[src/sram_pkg.sv]
// constants, timing counts and state codes for the static memory host controller
// assumes a single 100 MHz clock and a 256K x 4 asynchronous memory on plain pins
// Function
// - each cycle keeps one address for at least 10 ns (fast) or 12 ns (slow grade).
// - a strobe-ended write holds the strobe low 9/10 ns, or 8/9 ns with output enable high.
// - in a strobe-ended write the address is set before the strobe falls and held until it rises.
// - write data is stable 5/6 ns before the write ends and is held up to the ending edge.
// - an enable-ended write holds enable low at least 8 ns (fast) or 9 ns (slow grade).
// - in an enable-ended write the address is set before enable falls and held until it rises.
// - the host sequences its data drivers so they never fight the memory's outputs.
// - the host keeps the write strobe high through every read cycle.
package sram_pkg;
    localparam int CLK_PERIOD_NS = 10;
    localparam int ADDR_W        = 18;
    localparam int DATA_W        = 4;
    localparam int TIMER_W       = 4;
    localparam int MON_W         = 8;

    // documented times in ns, fast grade then slow grade
    localparam int CYCLE_TIME_MIN_FAST_NS           = 10;
    localparam int CYCLE_TIME_MIN_SLOW_NS           = 12;
    localparam int STROBE_PULSE_WIDTH_FAST_NS       = 8;   // output enable held high
    localparam int STROBE_PULSE_WIDTH_SLOW_NS       = 9;
    localparam int ADDR_VALID_TO_STROBE_END_FAST_NS = 8;
    localparam int ADDR_VALID_TO_STROBE_END_SLOW_NS = 9;
    localparam int ENABLE_PULSE_WIDTH_FAST_NS       = 8;
    localparam int ENABLE_PULSE_WIDTH_SLOW_NS       = 9;
    localparam int ADDR_VALID_TO_ENABLE_END_FAST_NS = 8;
    localparam int ADDR_VALID_TO_ENABLE_END_SLOW_NS = 9;
    localparam int DATA_SETUP_TO_STROBE_END_FAST_NS = 5;
    localparam int DATA_SETUP_TO_STROBE_END_SLOW_NS = 6;
    localparam int READ_ACCESS_FAST_NS              = 10;
    localparam int READ_ACCESS_SLOW_NS              = 12;

    // least times round up, never below one cycle
    function automatic int cyc_min(input int t_ns);
        int c;
        c = (t_ns + CLK_PERIOD_NS - 1) / CLK_PERIOD_NS;
        if (c < 1) c = 1;
        return c;
    endfunction : cyc_min

    function automatic int max3(input int a, input int b, input int c);
        int m;
        m = (a > b) ? a : b;
        return (m > c) ? m : c;
    endfunction : max3

    localparam int CYCLE_CYC_FAST  = cyc_min(CYCLE_TIME_MIN_FAST_NS);
    localparam int CYCLE_CYC_SLOW  = cyc_min(CYCLE_TIME_MIN_SLOW_NS);
    localparam int STROBE_CYC_FAST = max3(cyc_min(STROBE_PULSE_WIDTH_FAST_NS),
        cyc_min(ADDR_VALID_TO_STROBE_END_FAST_NS), cyc_min(DATA_SETUP_TO_STROBE_END_FAST_NS));
    localparam int STROBE_CYC_SLOW = max3(cyc_min(STROBE_PULSE_WIDTH_SLOW_NS),
        cyc_min(ADDR_VALID_TO_STROBE_END_SLOW_NS), cyc_min(DATA_SETUP_TO_STROBE_END_SLOW_NS));
    localparam int ENABLE_CYC_FAST = max3(cyc_min(ENABLE_PULSE_WIDTH_FAST_NS),
        cyc_min(ADDR_VALID_TO_ENABLE_END_FAST_NS), cyc_min(DATA_SETUP_TO_STROBE_END_FAST_NS));
    localparam int ENABLE_CYC_SLOW = max3(cyc_min(ENABLE_PULSE_WIDTH_SLOW_NS),
        cyc_min(ADDR_VALID_TO_ENABLE_END_SLOW_NS), cyc_min(DATA_SETUP_TO_STROBE_END_SLOW_NS));
    // one extra cycle so the sampling edge lies clearly past the access time
    localparam int READ_CYC_FAST   = cyc_min(READ_ACCESS_FAST_NS) + 1;
    localparam int READ_CYC_SLOW   = cyc_min(READ_ACCESS_SLOW_NS) + 1;

    // pin levels held after reset
    localparam logic PIN_IDLE_N = 1'b1;

    typedef enum logic [5:0] {
        ST_IDLE    = 6'h01,
        ST_SETUP   = 6'h02,
        ST_PULSE   = 6'h04,
        ST_RECOVER = 6'h08,
        ST_READ    = 6'h10,
        ST_TURN    = 6'h20
    } host_state_e;
endpackage : sram_pkg

[src/pulse_timer.sv]
// down-counter that times one phase of a memory cycle
// assumes load is a one-cycle request; done stays high once the count runs out
`timescale 1ns/1ns
module pulse_timer #(
    parameter int W = 4
) (
    input  wire logic         clk,
    input  wire logic         sys_rst,
    input  wire logic         load,
    input  wire logic [W-1:0] load_val,
    output logic              done
);
    logic [W-1:0] count_reg;

    // a load of n gives done after n cycles in the phase
    always_ff @(posedge clk or posedge sys_rst) begin
        if (sys_rst) begin
            count_reg <= '0;
        end else if (load) begin
            count_reg <= load_val - W'(1);
        end else if (count_reg != '0) begin
            count_reg <= count_reg - W'(1);
        end
    end

    assign done = (count_reg == '0) && !load;
endmodule : pulse_timer

[src/sram_host.sv]
// host controller for an asynchronous 256K x 4 static memory with common data pins
// assumes memory pins are synchronous to clk and external pads resolve dq from dq_oe_n
`timescale 1ns/1ns
module sram_host
    import sram_pkg::*;
#(
    parameter bit SLOW_GRADE = 1'b0
) (
    input  wire logic              clk,
    input  wire logic              sys_rst,
    input  wire logic              req_valid,
    input  wire logic              req_write,
    input  wire logic              req_by_enable,
    input  wire logic [ADDR_W-1:0] req_addr,
    input  wire logic [DATA_W-1:0] req_wdata,
    output logic                   req_ready,
    output logic                   rsp_valid,
    output logic [DATA_W-1:0]      rsp_rdata,
    output logic [ADDR_W-1:0]      mem_addr,
    output logic                   mem_en_n,
    output logic                   mem_we_n,
    output logic                   mem_oe_n,
    output logic [DATA_W-1:0]      dq_out,
    output logic                   dq_oe_n,
    input  wire logic [DATA_W-1:0] dq_in
);
    localparam int CYCLE_CYC  = SLOW_GRADE ? CYCLE_CYC_SLOW  : CYCLE_CYC_FAST;
    localparam int STROBE_CYC = SLOW_GRADE ? STROBE_CYC_SLOW : STROBE_CYC_FAST;
    localparam int ENABLE_CYC = SLOW_GRADE ? ENABLE_CYC_SLOW : ENABLE_CYC_FAST;
    localparam int READ_CYC   = SLOW_GRADE ? READ_CYC_SLOW   : READ_CYC_FAST;

    host_state_e       state_reg;
    logic              mode_reg;      // 1: enable ends the write
    logic              req_ready_reg;
    logic              rsp_valid_reg;
    logic [DATA_W-1:0] rsp_rdata_reg;
    logic [ADDR_W-1:0] mem_addr_reg;
    logic              mem_en_n_reg;
    logic              mem_we_n_reg;
    logic              mem_oe_n_reg;
    logic [DATA_W-1:0] dq_out_reg;
    logic              dq_oe_n_reg;
    logic              take;
    logic              tmr_load;
    logic [TIMER_W-1:0] tmr_val;
    logic              tmr_done;

    assign take = (state_reg == ST_IDLE) && req_ready_reg && req_valid;

    // phase timer loads on entry to the strobe pulse and the read access
    assign tmr_load = (state_reg == ST_SETUP) || (take && !req_write);
    assign tmr_val  = (state_reg == ST_SETUP) ?
                      (mode_reg ? TIMER_W'(ENABLE_CYC) : TIMER_W'(STROBE_CYC)) :
                      TIMER_W'(READ_CYC);

    pulse_timer #(
        .W (TIMER_W)
    ) u_timer (
        .clk      (clk),
        .sys_rst  (sys_rst),
        .load     (tmr_load),
        .load_val (tmr_val),
        .done     (tmr_done)
    );

    // cycle sequencer
    always_ff @(posedge clk or posedge sys_rst) begin
        if (sys_rst) begin
            state_reg <= ST_IDLE;
            mode_reg  <= 1'b0;
        end else begin
            unique case (state_reg)
                ST_IDLE: begin
                    if (take) begin
                        mode_reg  <= req_by_enable;
                        state_reg <= req_write ? ST_SETUP : ST_READ;
                    end
                end
                ST_SETUP:   state_reg <= ST_PULSE;
                ST_PULSE:   if (tmr_done) state_reg <= ST_RECOVER;
                ST_RECOVER: state_reg <= ST_IDLE;
                ST_READ:    if (tmr_done) state_reg <= ST_TURN;
                ST_TURN:    state_reg <= ST_IDLE;
            endcase
        end
    end

    // address only moves on a take, so it is steady across every strobe edge except the strobe fall at the take of an enable write
    always_ff @(posedge clk or posedge sys_rst) begin
        if (sys_rst) begin
            mem_addr_reg <= '0;
        end else if (take) begin
            mem_addr_reg <= req_addr;
        end
    end

    // chip enable: low from the setup in strobe writes, only for the pulse in enable writes
    always_ff @(posedge clk or posedge sys_rst) begin
        if (sys_rst) begin
            mem_en_n_reg <= PIN_IDLE_N;
        end else if (take) begin
            mem_en_n_reg <= req_write && req_by_enable;
        end else if (state_reg == ST_SETUP && mode_reg) begin
            mem_en_n_reg <= 1'b0;
        end else if (state_reg == ST_PULSE && tmr_done && mode_reg) begin
            mem_en_n_reg <= 1'b1;
        end else if (state_reg == ST_RECOVER || (state_reg == ST_READ && tmr_done)) begin
            mem_en_n_reg <= 1'b1;
        end
    end

    // write strobe: in enable writes it falls first and rises last, keeping dq floating
    always_ff @(posedge clk or posedge sys_rst) begin
        if (sys_rst) begin
            mem_we_n_reg <= PIN_IDLE_N;
        end else if (take) begin
            mem_we_n_reg <= !(req_write && req_by_enable);
        end else if (state_reg == ST_SETUP && !mode_reg) begin
            mem_we_n_reg <= 1'b0;
        end else if (state_reg == ST_PULSE && tmr_done && !mode_reg) begin
            mem_we_n_reg <= 1'b1;
        end else if (state_reg == ST_RECOVER) begin
            mem_we_n_reg <= 1'b1;
        end
    end

    // output enable stays high in writes, which allows the shorter strobe pulse
    always_ff @(posedge clk or posedge sys_rst) begin
        if (sys_rst) begin
            mem_oe_n_reg <= PIN_IDLE_N;
        end else if (take) begin
            mem_oe_n_reg <= req_write;
        end else if (state_reg == ST_READ && tmr_done) begin
            mem_oe_n_reg <= 1'b1;
        end
    end

    // data driven from setup through recover; the turn state gives the memory time to float
    always_ff @(posedge clk or posedge sys_rst) begin
        if (sys_rst) begin
            dq_out_reg  <= '0;
            dq_oe_n_reg <= PIN_IDLE_N;
        end else if (take && req_write) begin
            dq_out_reg  <= req_wdata;
            dq_oe_n_reg <= 1'b0;
        end else if (state_reg == ST_RECOVER) begin
            dq_oe_n_reg <= 1'b1;       // zero hold needed past the ending edge
        end
    end

    // handshake toward the user side
    always_ff @(posedge clk or posedge sys_rst) begin
        if (sys_rst) begin
            req_ready_reg <= 1'b0;
            rsp_valid_reg <= 1'b0;
            rsp_rdata_reg <= '0;
        end else begin
            req_ready_reg <= (state_reg == ST_IDLE && !take) ||
                             state_reg == ST_RECOVER || state_reg == ST_TURN;
            rsp_valid_reg <= (state_reg == ST_READ) && tmr_done;
            if (state_reg == ST_READ && tmr_done) begin
                rsp_rdata_reg <= dq_in;
            end
        end
    end

    assign req_ready = req_ready_reg;
    assign rsp_valid = rsp_valid_reg;
    assign rsp_rdata = rsp_rdata_reg;
    assign mem_addr  = mem_addr_reg;
    assign mem_en_n  = mem_en_n_reg;
    assign mem_we_n  = mem_we_n_reg;
    assign mem_oe_n  = mem_oe_n_reg;
    assign dq_out    = dq_out_reg;
    assign dq_oe_n   = dq_oe_n_reg;

    // monitor counters read only by the checks below
    logic [MON_W-1:0] we_low_cnt;
    logic [MON_W-1:0] en_low_cnt;
    logic [MON_W-1:0] addr_age;
    always_ff @(posedge clk or posedge sys_rst) begin
        if (sys_rst) begin
            we_low_cnt <= '0;
            en_low_cnt <= '0;
            addr_age   <= '0;
        end else begin
            we_low_cnt <= mem_we_n_reg ? '0 : we_low_cnt + MON_W'(we_low_cnt != '1);
            en_low_cnt <= mem_en_n_reg ? '0 : en_low_cnt + MON_W'(en_low_cnt != '1);
            addr_age   <= take ? '0 : addr_age + MON_W'(addr_age != '1);
        end
    end

    chk_read_strobe_high: assert property (@(posedge clk) disable iff (sys_rst)
        (!mem_oe_n_reg && !mem_en_n_reg) |-> mem_we_n_reg)
        else $error("write strobe low during a read");
    chk_strobe_width: assert property (@(posedge clk) disable iff (sys_rst)
        ($rose(mem_we_n_reg) && !mode_reg) |-> (we_low_cnt >= MON_W'(STROBE_CYC)))
        else $error("write strobe pulse too short");
    chk_enable_width: assert property (@(posedge clk) disable iff (sys_rst)
        ($rose(mem_en_n_reg) && mode_reg && !$past(mem_we_n_reg))
        |-> (en_low_cnt >= MON_W'(ENABLE_CYC)))
        else $error("enable pulse too short in enable write");
    chk_addr_strobe_fall: assert property (@(posedge clk) disable iff (sys_rst)
        ($fell(mem_we_n_reg) && !mode_reg) |-> $stable(mem_addr_reg))
        else $error("address changed at strobe fall");
    chk_addr_enable_fall: assert property (@(posedge clk) disable iff (sys_rst)
        ($fell(mem_en_n_reg) && mode_reg && !mem_we_n_reg) |-> $stable(mem_addr_reg))
        else $error("address changed at enable fall");
    chk_addr_held_write: assert property (@(posedge clk) disable iff (sys_rst)
        $changed(mem_addr_reg) |-> ($past(mem_we_n_reg) && $past(mem_en_n_reg)))
        else $error("address changed inside a write overlap");
    chk_data_stable: assert property (@(posedge clk) disable iff (sys_rst)
        (!mem_we_n_reg && !mem_en_n_reg) |-> (!dq_oe_n_reg && $stable(dq_out_reg)))
        else $error("write data not stable during overlap");
    chk_data_setup: assert property (@(posedge clk) disable iff (sys_rst)
        (state_reg == ST_PULSE && tmr_done) |-> (!$past(dq_oe_n_reg) && !dq_oe_n_reg))
        else $error("write data not set up before write end");
    chk_no_contention: assert property (@(posedge clk) disable iff (sys_rst)
        $fell(dq_oe_n_reg) |-> ($past(mem_oe_n_reg) && mem_oe_n_reg))
        else $error("host drives dq while memory may drive");
    chk_cycle_time: assert property (@(posedge clk) disable iff (sys_rst)
        $changed(mem_addr_reg) |-> ($past(addr_age) >= MON_W'(CYCLE_CYC - 1)))
        else $error("cycle shorter than minimum");
    chk_read_answer: assert property (@(posedge clk) disable iff (sys_rst)
        (take && !req_write) |-> ##(READ_CYC + 1) rsp_valid_reg)
        else $error("read answer late or missing");

    cov_strobe_write: cover property (@(posedge clk) disable iff (sys_rst)
        $rose(mem_we_n_reg) && !mode_reg);
    cov_enable_write: cover property (@(posedge clk) disable iff (sys_rst)
        $rose(mem_en_n_reg) && mode_reg && !mem_we_n_reg);
    cov_read_done: cover property (@(posedge clk) disable iff (sys_rst) rsp_valid_reg);
    cov_read_then_write: cover property (@(posedge clk) disable iff (sys_rst)
        rsp_valid_reg ##[1:4] (take && req_write));
endmodule : sram_host

[config.mk]
export PLATFORM = sky130hd
export DESIGN_NAME = sram_host
export DESIGN_NICKNAME = d
export VERILOG_FILES = /design/src/sram_pkg.sv /design/src/pulse_timer.sv /design/src/sram_host.sv
export SDC_FILE = /design/constraint.sdc
export NUM_CORES = 1
export LEC_CHECK = 0
export BUFFER_PORTS_ARGS = -buffer_cell sky130_fd_sc_hd__clkbuf_2
export CAP_MARGIN = 20
export CORE_ASPECT_RATIO = 1.2
export CORE_MARGIN = 2
export CORE_UTILIZATION = 53
export CTS_CLUSTER_SIZE = 14
export DETAILED_ROUTE_END_ITERATION = 8
export MAX_ROUTING_LAYER = met4
export PLACE_DENSITY = 0.83
export SLEW_MARGIN = 5
export SYNTH_ARGS = -nofsm -noshare
export SYNTH_HDL_FRONTEND = slang
export SYNTH_SLANG_ARGS = --single-unit
[constraint.sdc]
create_clock -name clk -period 4.3 [get_ports clk]
set_input_delay 0.86 -clock clk [delete_from_list [all_inputs] [get_ports clk]]
set_output_delay 0.86 -clock clk [all_outputs]
set_load 0.03 [all_outputs]
Yosys cells after proc, flatten, opt, wreduce, memory -nomap -nowiden
Cells that the tools add are included.

Flip-flop bits (word level): 43. Bits in latches: 0. RAM bits: 0. ROM bits: 0. Bits of input ports: 31. Output and inout port bits: 32. Logic and storage cells: 74. Memories: 0.

Add/subtract/negate cells: 2. Multiply operators: 0. Div/mod/pow operators: 0. $lt $le $gt $ge: 0. Eq/ne operators: 9. Shift-type cells: 0. Mux-type cells: 19. Bitwise gates (word level): 0. Reductions and logical operators: 32.

Operator list (count): case mux 6 bit (5 select lines) (1); 2-to-1 mux 6 bit (3); logical AND 1 bit (13); nonzero test 4 bit (3); 2-to-1 mux 1 bit (11); 2-to-1 mux 4 bit (2); == test 6 x 1 -> 1 bit (second input constant) (1); == test 6 x 2 -> 1 bit (second input constant) (1); == test 6 x 3 -> 1 bit (second input constant) (1); == test 6 x 4 -> 1 bit (second input constant) (1); == test 6 x 5 -> 1 bit (second input constant) (1); == test 6 bit (second input constant) (1); inequality test 2 bit (second input constant) (3); nonzero test 2 bit (3); logical NOT 1 bit (5); 2-to-1 mux 5 bit (1); logical NOT 4 bit (1); logical OR 1 bit (4); subtractor 4 x 1 -> 4 bit (second input constant) (1); AND reduction 3 bit (1); subtractor 2 x 1 -> 3 bit (second input constant) (1); 2-to-1 mux 2 bit (1); AND reduction 2 bit (1); OR reduction 2 bit (1).

Longest topological paths before layout
Word-level depth: 13. Mapped depth: 8. Gate-level depth less buffers: 6.

By module
From an unflattened synthesis, not the netlist that was laid out.

Cells, all modules: 191. Area total of the unflattened synthesis: 1903.1 um^2.

By module, submodules not included: sram_host (instances 1, cells each 171, area each 1674.1 um^2); pulse_timer (instances 1, cells each 20, area each 229.0 um^2).

Least setup slack after synthesis
Ideal clock, no wire load.

Kind: input -> register. Start point: input req_valid. End point: register rsp_rdata_reg[0], in the netlist rsp_rdata[0]. Arrival time: 2.054 ns. Required time: 4.175 ns. Path slack: 2.121 ns. Cell stages on the path: 6. Path buffers: 2. Cell sequence: nand4b_1 or3_1 clkbuf_2 and4_1 buf_6 mux2_4.

Word-level cells in the longest chain between the ends: 6.

RTL lines: start, declared (RTL line sram_host.sv:11) `input wire logic req_valid,`; logical AND 1 bit (RTL line sram_host.sv:48) `assign take = (state_reg == ST_IDLE) && req_ready_reg && req_valid;`; logical AND 1 bit (RTL line sram_host.sv:51) `assign tmr_load = (state_reg == ST_SETUP) || (take && !req_write);`; logical OR 1 bit (RTL line sram_host.sv:51); logical NOT 1 bit (RTL line pulse_timer.sv:26) `assign done = (count_reg == '0) && !load;`; logical AND 1 bit (RTL line pulse_timer.sv:26); logical AND 1 bit (RTL line sram_host.sv:161) `if (state_reg == ST_READ && tmr_done) begin`; end signal, assigned (RTL line sram_host.sv:162) `rsp_rdata_reg <= dq_in;`; end, declared (RTL line sram_host.sv:36) `logic [DATA_W-1:0] rsp_rdata_reg;`.

No other way between the ends. A chain may end at the register's enable or synchronous reset.

Final worst setup path
Start point: register state_reg[3]. End point: register dq_out_reg[0], in the netlist dq_out[0].

Word-level cells in the longest chain between the ends: 4.

RTL lines: start, declared (RTL line sram_host.sv:32) `host_state_e state_reg;`; start signal, assigned (RTL line sram_host.sv:76) `state_reg <= req_write ? ST_SETUP : ST_READ;`; == test 6 x 1 -> 1 bit (RTL line sram_host.sv:48); logical AND 1 bit (2 in series) (RTL line sram_host.sv:48); logical AND 1 bit (RTL line sram_host.sv:143) `end else if (take && req_write) begin`; end signal, assigned (RTL line sram_host.sv:144) `dq_out_reg <= req_wdata;`; end, declared (RTL line sram_host.sv:41) `logic [DATA_W-1:0] dq_out_reg;`.

No other way between the ends.

==> reports/results.ini <==
[critical_path]
cp-end-kind=flip-flop
critical_path_arrival_ps=2820
startpoint_type=flip-flop
worstPathMaxFanout=24
critPathKind=reg2reg
cp_data_required_time_ps=4490

[grt]
grt_use_total=0.2215
grt_pass1_wl_microns=6713
grt_pass1_vias=1473
antenna_found_initial=0
overflow=0
grt_start_max_net_pins=44

[synth]
synth_enable_flop_cells=0
synthTopCellsByCount=dfrtp_1, mux2_2, nor2_1
ys_top_cells_by_area=dfrtp_1, mux2_2, dfstp_2
synth_cells=147
synth_cell_types=43
yosysWarnings=0
ys.flop_type=dfrtp_1
synth_top_area_frac=0.5003
synth_top_cell_by_area=dfrtp_1
ys_async_sr_fraction=1.000
synth_nets=180
syn_avg_cell_area_sq_um=12.93
mappedNetlistArea_sq_mm=0.001901
synth_seq_cells=43
yosysSeqAreaShare=0.5695
yosysMostFrequentCell=dfrtp_1

[placed_design]
portBuffers=62
post_dp_cell_area_sq_mm=0.002233
hpwl_microns=3086
place.gp.congestion=0.8438
place_inst=241
pre_cts_slack_ps=1473

[min_path]
hp-class=reg2reg

[timing]
maxSlewViolCount=0
worstMarginPinSlew_ps=1047
hold_viol=0
finalSetupTns_ps=0
max_freq_mhz=380.2
layout_setup_ws_ps=1670
rsz0062_at_grt=false
finalSetupViolations=0
hold_slack_ps=509.0
finClkSkew_ps=5.199
relSlewSlack=0.3016
period_share=0.6117
period_minus_slack_ps=2630

[die]
rows=23
core_sq_mm=0.003396
dieHeight_microns=69.60
fp.dieArea_sq_mm=0.004083
io_pins=63
die_x_microns=58.67
start_util=0.5597

[clock_network]
clock_sinks=43
clkTransAtPathRegs_ps=80
cts_max_level=2
cts_resized=0
cts.hold.buffers_added=0
cts_buffers=5
cts_tree=built
post_cts_buffers=0
clock_latency_ps=300
clockBufferDepth=2
cts-root-buf=clkbuf_8

[outcome]
status=finished clean

[drt]
vias=1396
via_per_inst=5.606
drt-wirelength-per-cell_microns=16.09
drt-total-wl_microns=4006
antenna_left=0
dr.pass1.iters=4
drtIter0Drc=39
drc=0

[layout]
diodes=0
final.fill_count=267
final_cells=249
multi_input_area_sq_um=764.5
nNetsFinal=244
area_delta_synth_final_pct=22.71
largest_reg_flops=18
register_area_sq_mm=0.001082
final_area_sq_mm=0.002332
drive_gt1_frac=0.5000

[power]
peakVddDrop_mv=0.3254
p_leak_nw=1.197
power.density_mw_per_mm2=594.3

[run]
cap_violations=0

## layer usage
metal | global-route usage | up-vias | routed length, microns
li1 | - | 651 | -
met1 | 0.2438 | 686 | 1572
met2 | 0.3870 | 49 | 2158
met3 | 0.03918 | 10 | 195
met4 | 0.08838 | 0 | 79
met5 | - | - | 0
## cells in the final DEF, fill, tap and decap left out, types with 3 or more instances in the layout
cell type  Yosys  layout
mux2_4         4       4
nor2b_1        3       3
and3_1         6       6
nor3_1         4       4
clkbuf_8       0       6
nor2_1         9       8
dfstp_2        5       5
nand2_1        5       5
clkbuf_2       1      62
and4_1         3       3
mux2_2        23      23
xnor2_1        3       3
dfrtp_1       38      38
inv_1          6       6
## power by group
group,switching [mW],internal (mW)
sequential,0.0784,0.512
clock,0.144,0.131
combinational,0.311,0.211
total,0.533,0.854
## per-stage QoR
step / power [mW] / util
after floorplan: 0.9735 / -
after global placement: 1.087 / 0.6577
after detailed placement: 1.116 / 0.6577
after CTS: 1.387 / 0.6868
after global routing: 1.466 / 0.6868
final: 1.386 / 0.6868
## worst max-delay path, cell delays in order (launching register included)
cell and delay [ps]:
dfrtp_1 440, or4_4 590, nor2_2 830, nand2_1 310
mux2_2 350
## cells by family (layout without fill, tap and decap cells)
kind of cell               after synthesis  after routing  share of synthesized area
and+or+nand+nor                         42             42                     0.1304
DFF                                     43             43                     0.5695
buffers and inverters                   12             77                    0.02962
AOI/OAI and AO/OA                       14             14                    0.05597
adders and majority gates                2              2                    0.01316
xor gates and xnor gates                 5              5                    0.02305
muxes                                   29             29                     0.1784
## worst paths after layout
| path | startpoint | to | slack [ps] | cells past startpoint |
|---|---|---|---|---|
| worst min-delay path | mem_addr[7] | mem_addr[7] | 510 | 1 |
| worst max-delay path | state_reg[3] | dq_out[0] | 1670 | 4 |
| max in group asynchronous | sys_rst | state_reg[0] | 3250 | 3 |
| min in group asynchronous | sys_rst | mem_addr[13] | 670 | 3 |
| worst max register to register | state_reg[3] | dq_out[0] | 1670 | 4 |
| worst min register to register | mem_addr[7] | mem_addr[7] | 510 | 1 |
## final cells by class
cell class	instances	area share
repair buffers	63	0.1363
flip-flops and latches	43	0.4641
multi-input cells	92	0.3278
well taps	37	0.01985
clock inverters	2	0.006974
clock buffers	6	0.03541
inverters	6	0.009657
(Power assumes the default switching activity.)
